### config.mk
export PLATFORM = sky130hd
export DESIGN_NAME = ds3_rx_alarm_detector
export DESIGN_NICKNAME = d
export VERILOG_FILES = /design/src/hw/ds3_rx_alarm_pkg.sv /design/src/hw/alarm_count_if.sv /design/src/hw/alarm_updown_counter.sv /design/src/hw/ds3_rx_alarm_detector.sv
export SDC_FILE = /design/constraint.sdc
export NUM_CORES = 1
export LEC_CHECK = 0
export BUFFER_PORTS_ARGS = -buffer_cell sky130_fd_sc_hd__buf_2
export CAP_MARGIN = 0
export CORE_MARGIN = 2
export CORE_UTILIZATION = 44
export DETAILED_ROUTE_END_ITERATION = 6
export GPL_ROUTABILITY_DRIVEN = 0
export PLACE_DENSITY_LB_ADDON = 0.3
export SLEW_MARGIN = 20
export SYNTH_ARGS = -nofsm -noshare
export SYNTH_HDL_FRONTEND = slang
export SYNTH_SLANG_ARGS = --single-unit
### constraint.sdc
create_clock -name clk -period 4.8 [get_ports clk]
set_input_delay 0.24 -clock clk [delete_from_list [all_inputs] [get_ports clk]]
set_output_delay 0.24 -clock clk [all_outputs]
set_load 0.02 [all_outputs]
### src/hw/ds3_rx_alarm_pkg.sv
// Constants, register map and state types for the receive alarm detector.
// Assumes a byte-addressed register bus with one 32-bit word per register.
package ds3_rx_alarm_pkg;

	// Register bus geometry
	localparam int ADDR_W = 10;
	localparam int DATA_W = 32;

	// Register indices; byte address is four times the index
	localparam logic [7:0] IDX_CFG_STATUS  = 8'h10;
	localparam logic [7:0] IDX_LINE_STATUS = 8'h11;
	localparam logic [7:0] IDX_INT_FLAGS   = 8'h13;
	localparam logic [7:0] IDX_CONTROL     = 8'h20;
	localparam logic [7:0] IDX_FEBE_MSB    = 8'h58;
	localparam logic [7:0] IDX_FEBE_LSB    = 8'h59;

	// Configuration and alarm status fields
	localparam int CFG_AIS_BIT  = 7;
	localparam int CFG_IDLE_BIT = 5;
	localparam int CFG_OPT_LSB  = 0;
	localparam int CFG_OPT_W    = 3;

	// Line status fields
	localparam int LINE_YELLOW_BIT = 4;
	localparam int LINE_AIC_BIT    = 3;
	localparam int LINE_FEBE_LSB   = 0;

	// Interrupt flag fields
	localparam int INT_AIS_BIT  = 5;
	localparam int INT_IDLE_BIT = 4;
	localparam int INT_FERF_BIT = 3;
	localparam int INT_AIC_BIT  = 2;

	// Control fields
	localparam int CTRL_AUTO_FERF_BIT = 0;

	// Reset values
	localparam logic [2:0] CFG_OPT_RESET        = 3'h0;
	localparam logic       CTRL_AUTO_FERF_RESET = 1'b1;

	// Alarm counters
	localparam int         COUNT_W      = 6;
	localparam logic [5:0] ALARM_THRESH = 6'h3F;

	// Overhead encodings
	localparam logic [2:0]  FEBE_CLEAN   = 3'h7;
	localparam logic [2:0]  FEBE_ERRORED = 3'h0;
	localparam logic [1:0]  X_BITS_SET   = 2'h3;
	localparam logic [1:0]  X_BITS_CLEAR = 2'h0;
	localparam logic [15:0] FEBE_MAX     = 16'hFFFF;

	// Registered state of the top module, apart from its two alarm counters
	typedef struct packed {
		logic [2:0]  cfgOpt;
		logic        autoFerf;
		logic        yellow;
		logic        aic;
		logic [2:0]  febeRx;
		logic        intAis;
		logic        intIdle;
		logic        intFerf;
		logic        intAic;
		logic [15:0] febeCount;
		logic [7:0]  febeLsbHold;
		logic        aisPin;
		logic        txFerf;
		logic [2:0]  txFebe;
		logic        intReq;
		logic        waitReq;
		logic [31:0] rdData;
	} rx_state_t;

endpackage

### src/hw/alarm_count_if.sv
// Link between the top module and one up/down alarm counter.
// Assumes both ends run on the same clock.
`timescale 1ns/100ps
interface alarm_count_if;
	logic                                 frameTick;
	logic                                 hit;
	logic                                 declared;
	logic                                 changed;
	logic [ds3_rx_alarm_pkg::COUNT_W-1:0] count;

	modport counter (
		input  frameTick,
		input  hit,
		output declared,
		output changed,
		output count
	);

	modport user (
		output frameTick,
		output hit,
		input  declared,
		input  changed,
		input  count
	);
endinterface

### src/hw/alarm_updown_counter.sv
// Saturating up/down M-frame counter with declare and clear hysteresis.
// Assumes frameTick pulses once per M-frame on the same clock.
`timescale 1ns/100ps
module alarm_updown_counter #(
	parameter logic [ds3_rx_alarm_pkg::COUNT_W-1:0] THRESH = ds3_rx_alarm_pkg::ALARM_THRESH
) (
	input wire logic      clk,
	input wire logic      sys_rst,
	alarm_count_if.counter cnt
);
	localparam int W = ds3_rx_alarm_pkg::COUNT_W;
	localparam logic [W-1:0] MAXC = {W{1'b1}};

	typedef struct packed {
		logic [W-1:0] count;
		logic         declared;
		logic         changed;
	} cnt_state_t;

	cnt_state_t st_ff;
	cnt_state_t nxt_st;

	always_comb
	begin
		nxt_st = st_ff;
		nxt_st.changed = 1'b0;
		if (cnt.frameTick)
		begin
			if (cnt.hit)
			begin
				if (st_ff.count != MAXC)
					nxt_st.count = st_ff.count + 1'b1;
			end
			else if (st_ff.count != '0)
				nxt_st.count = st_ff.count - 1'b1;
		end
		if (!st_ff.declared && nxt_st.count >= THRESH)
		begin
			nxt_st.declared = 1'b1;
			nxt_st.changed = 1'b1;
		end
		else if (st_ff.declared && nxt_st.count == '0)
		begin
			nxt_st.declared = 1'b0;
			nxt_st.changed = 1'b1;
		end
	end

	always_ff @(posedge clk)
	begin
		if (sys_rst)
			st_ff <= '0;
		else
			st_ff <= nxt_st;
	end

	assign cnt.declared = st_ff.declared;
	assign cnt.changed  = st_ff.changed;
	assign cnt.count    = st_ff.count;
endmodule

### src/hw/ds3_rx_alarm_detector.sv
// Receive DS3 alarm detector: AIS, idle, yellow, AIC and far-end block errors.
// Assumes per-M-frame overhead results from the receive framer on clk,
// and an Avalon-MM master for the register bus.
`timescale 1ns/100ps
// Contract
// - AIS frame needs valid overhead, zero C, 1010
// - AIS counter from zero, up/down, floors at zero
// - Declare AIS at count 63 or more
// - AIS drives pin and status bit 7
// - Interrupt on AIS declare and clear
// - AIS forces transmit of far-end failure
// - Clear AIS when counter returns to zero
// - Idle frame needs valid overhead, CP zero, 1100
// - Idle counter floors at zero, declares at 63
// - Interrupt on any idle status change
// - Clear idle when counter returns to zero
// - X bits zero declare yellow, status bit 4
// - Yellow change sets flag and interrupt
// - X bits one clear yellow alarm
// - FEBE not 111 increments event counter
// - Transmit FEBE 111 only without parity errors
// - AIC bit: one C-bit parity, zero M13
// - Latest AIC bit shown in status bit 3
// - AIC change sets interrupt flag bit 2
module ds3_rx_alarm_detector (
	input  wire logic                                  clk,
	input  wire logic                                  sys_rst,
	input  wire logic                                  frameDone,
	input  wire logic                                  framingValid,
	input  wire logic                                  cBitsZero,
	input  wire logic                                  cpBitsZero,
	input  wire logic [1:0]                            xBits,
	input  wire logic                                  payloadAlternating,
	input  wire logic                                  payloadPairs,
	input  wire logic [2:0]                            rx_far_block_error_bits,
	input  wire logic                                  rx_app_ident_bit,
	input  wire logic                                  parityErr,
	input  wire logic                                  cpParityErr,
	input  wire logic [ds3_rx_alarm_pkg::ADDR_W-1:0]   address,
	input  wire logic                                  read,
	input  wire logic                                  write,
	input  wire logic [ds3_rx_alarm_pkg::DATA_W-1:0]   writedata,
	input  wire logic [3:0]                            byteenable,
	output logic      [ds3_rx_alarm_pkg::DATA_W-1:0]   readdata,
	output logic                                       waitrequest,
	output logic                                       rx_alarm_indication_flag,
	output logic                                       txFerfRequest,
	output logic      [2:0]                            txFebeBits,
	output logic                                       intRequest
);
	ds3_rx_alarm_pkg::rx_state_t st_ff;
	ds3_rx_alarm_pkg::rx_state_t nxt_st;

	alarm_count_if aisIf ();
	alarm_count_if idleIf ();

	logic       aisFrame;
	logic       idleFrame;
	logic       busCap;
	logic [7:0] regIdx;
	logic       capIntRead;
	logic       capFebeRead;
	logic       yellowNext;
	logic       yellowChange;
	logic       aicChange;
	logic       febeEvent;
	logic [7:0] febeLow;

	// Frame classification
	assign aisFrame = framingValid && cBitsZero && (xBits == ds3_rx_alarm_pkg::X_BITS_SET)
		&& payloadAlternating;
	assign idleFrame = framingValid && cpBitsZero && (xBits == ds3_rx_alarm_pkg::X_BITS_SET)
		&& payloadPairs;

	assign aisIf.frameTick  = frameDone;
	assign aisIf.hit        = aisFrame;
	assign idleIf.frameTick = frameDone;
	assign idleIf.hit       = idleFrame;

	alarm_updown_counter #(
		.THRESH (ds3_rx_alarm_pkg::ALARM_THRESH)
	) aisCounter (
		.clk     (clk),
		.sys_rst (sys_rst),
		.cnt     (aisIf.counter)
	);

	alarm_updown_counter #(
		.THRESH (ds3_rx_alarm_pkg::ALARM_THRESH)
	) idleCounter (
		.clk     (clk),
		.sys_rst (sys_rst),
		.cnt     (idleIf.counter)
	);

	// Bus request seen while waitrequest is still high
	assign busCap      = (read || write) && st_ff.waitReq;
	assign regIdx      = address[ds3_rx_alarm_pkg::ADDR_W-1:2];
	assign capIntRead  = busCap && read && (regIdx == ds3_rx_alarm_pkg::IDX_INT_FLAGS);
	assign capFebeRead = busCap && read && (regIdx == ds3_rx_alarm_pkg::IDX_FEBE_MSB);

	// Yellow alarm follows the X bits, holding on mixed values
	always_comb
	begin
		yellowNext = st_ff.yellow;
		if (frameDone && xBits == ds3_rx_alarm_pkg::X_BITS_CLEAR)
			yellowNext = 1'b1;
		else if (frameDone && xBits == ds3_rx_alarm_pkg::X_BITS_SET)
			yellowNext = 1'b0;
	end

	assign yellowChange = yellowNext != st_ff.yellow;
	assign aicChange    = frameDone && (rx_app_ident_bit != st_ff.aic);
	assign febeEvent    = frameDone && (rx_far_block_error_bits != ds3_rx_alarm_pkg::FEBE_CLEAN);
	assign febeLow      = st_ff.febeCount[7:0];

	// Register read value
	function automatic logic [7:0] readValue(
		input ds3_rx_alarm_pkg::rx_state_t s,
		input logic [7:0]                  idx,
		input logic                        aisDecl,
		input logic                        idleDecl
	);
		logic [7:0] v;
		v = 8'h00;
		if (idx == ds3_rx_alarm_pkg::IDX_CFG_STATUS)
		begin
			v[ds3_rx_alarm_pkg::CFG_AIS_BIT] = aisDecl;
			v[ds3_rx_alarm_pkg::CFG_IDLE_BIT] = idleDecl;
			v[ds3_rx_alarm_pkg::CFG_OPT_LSB +: ds3_rx_alarm_pkg::CFG_OPT_W] = s.cfgOpt;
		end
		else if (idx == ds3_rx_alarm_pkg::IDX_LINE_STATUS)
		begin
			v[ds3_rx_alarm_pkg::LINE_YELLOW_BIT] = s.yellow;
			v[ds3_rx_alarm_pkg::LINE_AIC_BIT] = s.aic;
			v[ds3_rx_alarm_pkg::LINE_FEBE_LSB +: 3] = s.febeRx;
		end
		else if (idx == ds3_rx_alarm_pkg::IDX_INT_FLAGS)
		begin
			v[ds3_rx_alarm_pkg::INT_AIS_BIT] = s.intAis;
			v[ds3_rx_alarm_pkg::INT_IDLE_BIT] = s.intIdle;
			v[ds3_rx_alarm_pkg::INT_FERF_BIT] = s.intFerf;
			v[ds3_rx_alarm_pkg::INT_AIC_BIT] = s.intAic;
		end
		else if (idx == ds3_rx_alarm_pkg::IDX_CONTROL)
			v[ds3_rx_alarm_pkg::CTRL_AUTO_FERF_BIT] = s.autoFerf;
		else if (idx == ds3_rx_alarm_pkg::IDX_FEBE_MSB)
			v = s.febeCount[15:8];
		else if (idx == ds3_rx_alarm_pkg::IDX_FEBE_LSB)
			v = s.febeLsbHold;
		return v;
	endfunction

	always_comb
	begin
		nxt_st = st_ff;

		// Bus handshake: waitrequest low for exactly one cycle per request
		nxt_st.waitReq = !busCap;
		if (busCap && read)
			nxt_st.rdData = {24'h000000, readValue(st_ff, regIdx, aisIf.declared, idleIf.declared)};
		if (busCap && write && byteenable[0])
		begin
			if (regIdx == ds3_rx_alarm_pkg::IDX_CFG_STATUS)
				nxt_st.cfgOpt = writedata[ds3_rx_alarm_pkg::CFG_OPT_LSB +: ds3_rx_alarm_pkg::CFG_OPT_W];
			else if (regIdx == ds3_rx_alarm_pkg::IDX_CONTROL)
				nxt_st.autoFerf = writedata[ds3_rx_alarm_pkg::CTRL_AUTO_FERF_BIT];
		end

		// Read side effects come first so that new events win
		if (capIntRead)
		begin
			nxt_st.intAis = 1'b0;
			nxt_st.intIdle = 1'b0;
			nxt_st.intFerf = 1'b0;
			nxt_st.intAic = 1'b0;
		end
		if (capFebeRead)
		begin
			nxt_st.febeLsbHold = st_ff.febeCount[7:0];
			nxt_st.febeCount = 16'h0000;
		end

		// Per-frame overhead
		if (frameDone)
		begin
			nxt_st.yellow = yellowNext;
			nxt_st.aic = rx_app_ident_bit;
			nxt_st.febeRx = rx_far_block_error_bits;
			if (parityErr || cpParityErr)
				nxt_st.txFebe = ds3_rx_alarm_pkg::FEBE_ERRORED;
			else
				nxt_st.txFebe = ds3_rx_alarm_pkg::FEBE_CLEAN;
		end
		if (febeEvent && nxt_st.febeCount != ds3_rx_alarm_pkg::FEBE_MAX)
			nxt_st.febeCount = nxt_st.febeCount + 16'h0001;

		// Change-of-status flags
		if (aisIf.changed)
			nxt_st.intAis = 1'b1;
		if (idleIf.changed)
			nxt_st.intIdle = 1'b1;
		if (yellowChange)
			nxt_st.intFerf = 1'b1;
		if (aicChange)
			nxt_st.intAic = 1'b1;
		nxt_st.intReq = nxt_st.intAis || nxt_st.intIdle || nxt_st.intFerf || nxt_st.intAic;

		// Alarm outputs
		nxt_st.aisPin = aisIf.declared;
		nxt_st.txFerf = aisIf.declared && st_ff.autoFerf;
	end

	always_ff @(posedge clk)
	begin
		if (sys_rst)
		begin
			st_ff <= '0;
			st_ff.cfgOpt <= ds3_rx_alarm_pkg::CFG_OPT_RESET;
			st_ff.autoFerf <= ds3_rx_alarm_pkg::CTRL_AUTO_FERF_RESET;
			st_ff.txFebe <= ds3_rx_alarm_pkg::FEBE_CLEAN;
			st_ff.waitReq <= 1'b1;
		end
		else
			st_ff <= nxt_st;
	end

	assign readdata                 = st_ff.rdData;
	assign waitrequest              = st_ff.waitReq;
	assign rx_alarm_indication_flag = st_ff.aisPin;
	assign txFerfRequest            = st_ff.txFerf;
	assign txFebeBits               = st_ff.txFebe;
	assign intRequest               = st_ff.intReq;
endmodule

After elaboration in Yosys (flattened, before gate mapping)
Index checks and enable logic that the tools add are counted.

word-level totals
  flip-flop bits (word level) = 68
  input bits = 64
  output and inout bits = 39
  logic and storage cells = 124

operators by class
  $add $sub $neg = 5
  order comparisons = 2
  equality and inequality tests = 13
  muxes and demuxes = 41
  bitwise gates (word level) = 1
  reductions and logical operators = 39

operators by type and width
  kind                   count
  $mux 8                 7
  $mux 6                 8
  $eq 8x5->1 const B     3
  $mux 24                1
  $logic_and 1x1->1      22
  $add 16x1->16 const B  1
  $eq 8x7->1 const B     2
  $mux 16                1
  $ne 16x16->1 const B   1
  $mux 2                 7
  $add 6x1->6 const B    2
  $ge 6x6->1 const B     2
  $logic_not 6->1        2
  $ne 6x6->1 const B     2
  $reduce_bool 6->1      2
  $sub 6x1->6 const B    2
  $mux 1                 10
  $mux 3                 3
  $eq 8x6->1 const B     1
  $mux 4                 2
  $mux 7                 1
  $logic_or 1x1->1       5
  $mux 5                 1
  $reduce_bool 2->1      2
  other kinds (8)        11

Depth between registers and ports, before layout
  word-level depth = 12
  gate-level depth with buffers = 12
  depth with buffers taken out = 11

Modules after synthesis
From an unflattened synthesis, not the netlist that was laid out.

unflattened totals
  cell total of the unflattened synthesis = 495
  area total of the unflattened synthesis = 4184.0 um2

modules (own cells, without submodules)
  module                 instances  cells an instance  area each (um2)  seq. area each (um2)
  ds3_rx_alarm_detector  1          325                2802.7           1001.0
  alarm_updown_counter   2          85                 690.7            160.2

Worst setup path after synthesis
No wires, ideal clock.

  path kind = register to register
  start point = reg st_ff (netlist bit waitrequest)
  end point = reg st_ff[62] (netlist name)
  library setup time = 0.114 ns
  data arrival time = 2.395 ns
  required time = 4.686 ns
  path slack = 2.291 ns
  cell stages (with the launch flop) = 12
  path buffers = 0
  clock period less this slack = 2.509 ns
  cells stage by stage = dfxtp_1 -> and3b_1 -> nand4_1 -> and2_1 -> ha_1 -> nand3_1 -> nor4_2 -> nor4b_4 -> nor4b_2 -> nand4_1 -> xor2_1 -> nor2_1

between the ends
  word-level cells in the longest chain between the ends = 7
  elaborated cells between the ends (all ways) = 8
  classes of those cells = add/sub (1); eq/ne (1); mux (2); reduce/logical (4)

RTL lines
  item                                                   RTL line                      text
  start: declaration                                     ds3_rx_alarm_detector.sv:51   ds3_rx_alarm_pkg::rx_state_t st_ff;
  start signal: assignment                               ds3_rx_alarm_detector.sv:225  st_ff <= nxt_st;
  $logic_and 1x1->1 (*)                                  ds3_rx_alarm_detector.sv:97   assign busCap = (read || write) && st_ff.waitReq;
  $logic_and 1x1->1 (*) (2 in series)                    ds3_rx_alarm_detector.sv:100  assign capFebeRead = busCap && read && (regIdx == ds3_rx_alarm_pkg::IDX_FEBE_MSB);
  $mux 24 (*)                                            ds3_rx_alarm_detector.sv:178  if (capFebeRead)
  branches (longest 2 deep; another with $add 16x1->16)  --
  $mux 16 (*)                                            ds3_rx_alarm_detector.sv:195  if (febeEvent && nxt_st.febeCount != ds3_rx_alarm_pkg::FEBE_MAX)

Every way passes the cells marked *.
A chain may end at the register's enable or synchronous reset.

Worst setup path in the final report
Same ends and word-level chain as after synthesis.

==> results.md <==
- Comb power frac: 35.2%
- Least-Margin Pin Slew: 0.851 ns
- Placed Cells: 587
- Vias: 3454
- Share of cells above drive strength 1: 16.2%
- Worst slew margin: 43.3%
- Adder-cell area share of the yosys netlist: 2.25%
- Min cycle time layout: 3.27 ns
- Critical path class: flip-flop to flip-flop
- Hold Vio Cnt, Final: 0
- Max_cap viols: 0
- Vias in the first global route: 3228
- Synth unique cells: 74
- Drc violations: 0
- Status: finished clean
- CP endpoint kind: flip-flop
- Post-Syn Instances: 472
- Clock network fraction of design power: 25.7%
- IO Pins: 103
- Post-Layout Cell Count: 602
- Mapped cell area: 3890 µm²
- Fmax: 306 MHz
- Slew Viols, Final: 0
- Setup violators final: 0
- First-pass GRT wire length: 15300 µm
- Total grt overflow: 0
- Clock Tree Root: clkbuf_8
- Reg power frac: 39.1%
- GRT met3 Usage: 4.65%
- Synth Area in Compound Gates: 17.5%
- Total inserted antenna cells: 0
- Post-synth EDFFs: 0
- Post-CTS Resized: 0
- Post-synthesis register bit count: 66
- Critical path peak fanout: 15
- Post-synth ARST share: 0%
- Post-synthesis xor/xnor area fraction: 4.24%
- Seq/Total Area, Yosys: 33.9%
- GRT Max-Usage Layer: met2
- Area leader, netlist: dfxtp_1
- WP data required: 5.02 ns
- Wire length per cell: 15.2 µm
- Clk_skew: 0.00637 ns
- Die Y: 98.1 µm
- P_int: 1.09 mW
- Initial antenna violation count: 0
- Synth top area cells: dfxtp_1, buf_4, nor2_1
- GRT Total Usage: 19.5%
- Type of origin of the critical path: flip-flop
- RSZ-0062 raised after global routing: false
- Class of the worst hold path: input pin to flip-flop
- CTS Buf Count: 9
- Most used DFF post-synth: dfxtp_1
- Synth top cells by count: dfxtp_1, nor2_1, nand2_1
- Switching share of power: 36.0%
- CTS tree: yes
- Hold-fix buffers at CTS: 0
- Core box area: 8640 µm²
- Number of DRC markers in iteration 0: 224
- Share of Yosys cell area claimed by the top area cell type: 33.9%
- Max IR drop VDD: 0.147 mV
- Largest family of logic cells by synthesized area: simple AND/OR/NAND/NOR gates
- Period Utilization, post-route: 68.1%
- DRT Pass-1 Iters: 5
- Max Buffers Root-to-Sink: 2
- Met2 Use GR: 31.3%
- WL final: 9130 µm
- Crit path DAT: 3.49 ns
- Synth Area in Simple Gates: 27.5%
- Avg Inst Size Synth: 8.25 µm²
- ANT nets after route: 0
- DP Area: 3960 µm²
- Initial Utilization: 45.1%
- Synth Warn #: 0
- Vias per std cell: 5.74
- Clk slew on worst S/H paths: 0.07 ns
- Layout area overhead: 6.49%
- # nets final: 561
- Final Power: 1.71 mW
- Clock sinks: 66
- Post-DP HPWL: 6590 µm
- Static Leak: 1.63 nW
- Die area: 9620 µm²
- Final Hold Slack: 0.123 ns
- FP Rows: 34
- Post CTS Setup Buffer Count: 0
- Fillcell total: 845
- Die W: 98.1 µm
- Design area: 4150 µm²
- Most common cell in the netlist: dfxtp_1
- Post-synthesis mux area share: 3.70%
- Psw: 0.616 mW
- IO buf count: 44
- Worst-Skew Late Latency: 0.34 ns
- Setup TNS: 0 ns
- Pwr dens: 412 nW/µm²
- Grt met1 use: 25.6%
- H-tree Lvls: 3
- Largest net degree at the start of global routing: 47
-- layout make-up --
cell class	instances	area (µm²)	area share, %
clock buffer	9	124	2.99
clock inverter	6	58.8	1.42
inverter	12	45.0	1.09
multi-input combinational	357	2240	54.1
sequential	66	1320	31.9
tap	108	135	3.26
timing repair buffer	44	220	5.31
-- critical path, cell delays in order, from the launching register on --
cell and delay, ns:
dfxtp_1 0.41, and3b_1 0.24, nand4_1 0.57, and2_1 0.43
ha_1 0.24, nand3_1 0.14, nor4_2 0.08, nor4b_4 0.30
nor4b_2 0.39, nand4_1 0.16, xor2_1 0.14, nor2_1 0.05
-- power groups by stage --
stage / combinational [mW] / clock (mW) / sequential [mW]
after CTS: 0.597 / 0.449 / 0.667
after floorplan: 0.531 / 0 / 0.642
after global placement: 0.579 / 0 / 0.678
final: 0.601 / 0.440 / 0.669
after detailed placement: 0.593 / 0 / 0.680
after global routing: 0.676 / 0.469 / 0.678
-- state kept, by name, indices dropped and copies added (netlist names) --
register and count:
txFerfRequest 1, aisCounter.cnt.changed 1, intRequest 1, idleCounter.cnt.declared 1, rx_alarm_indication_flag 1, febeLow 8
txFebeBits 1, readdata 8, waitrequest 1, idleCounter.cnt.changed 1, aisCounter.cnt.count 6, st_ff 29
aisCounter.cnt.declared 1, idleCounter.cnt.count 6
-- logic make-up (layout without fill, tap and decap cells) --
group,after synthesis,count (layout)
XOR/XNOR,18,18
AO/OA/AOI/OAI,94,94
other,1,24
flip-flops,66,66
multiplexers,14,14
adder cells (fa/ha/maj),7,7
AND/OR/NAND/NOR,200,200
buffers and inverters,72,71
-- through the flow --
step,util (%),setup slack (ns)
after detailed placement,45.9,1.40
after floorplan,-,2.29
after global placement,45.9,1.50
final,48.0,1.53
after global routing,48.0,1.23
after CTS,48.0,1.56
-- cell usage in the layout, fill, tap and decap left out, types with 9 or more instances in the layout --
master and n:
mux2i_1 11, conb_1 24, nand2_1 46, inv_1 12, nor2_1 52, nand3_1 28, and2_1 11, a21oi_1 22
o21ai_0 12, clkbuf_8 9, nand4_1 10, dfxtp_1 66, buf_2 44, xor2_1 12
-- path summary, 6_finish.rpt --
path | cells past startpoint | endpoint | startpoint | slack [ns]
hold reg to reg | 2 | readdata[0] | readdata[0] | 0.45
hold / removal | 2 | waitrequest | write | 0.12
setup / recovery | 11 | st_ff[62] | waitrequest | 1.53
setup reg to reg | 11 | st_ff[62] | waitrequest | 1.53
-- metal layers --
| metal | vias up | wire, µm | share of wire (%) |
|---|---|---|---|
| li1 | 1665 | - | - |
| met1 | 1652 | 4220 | 46 |
| met2 | 123 | 4150 | 45 |
| met3 | 14 | 597 | 6.5 |
| met4 | 0 | 161 | 1.8 |
| met5 | - | 0 | 0 |
Note: power is estimated with default switching activity, not from simulation.
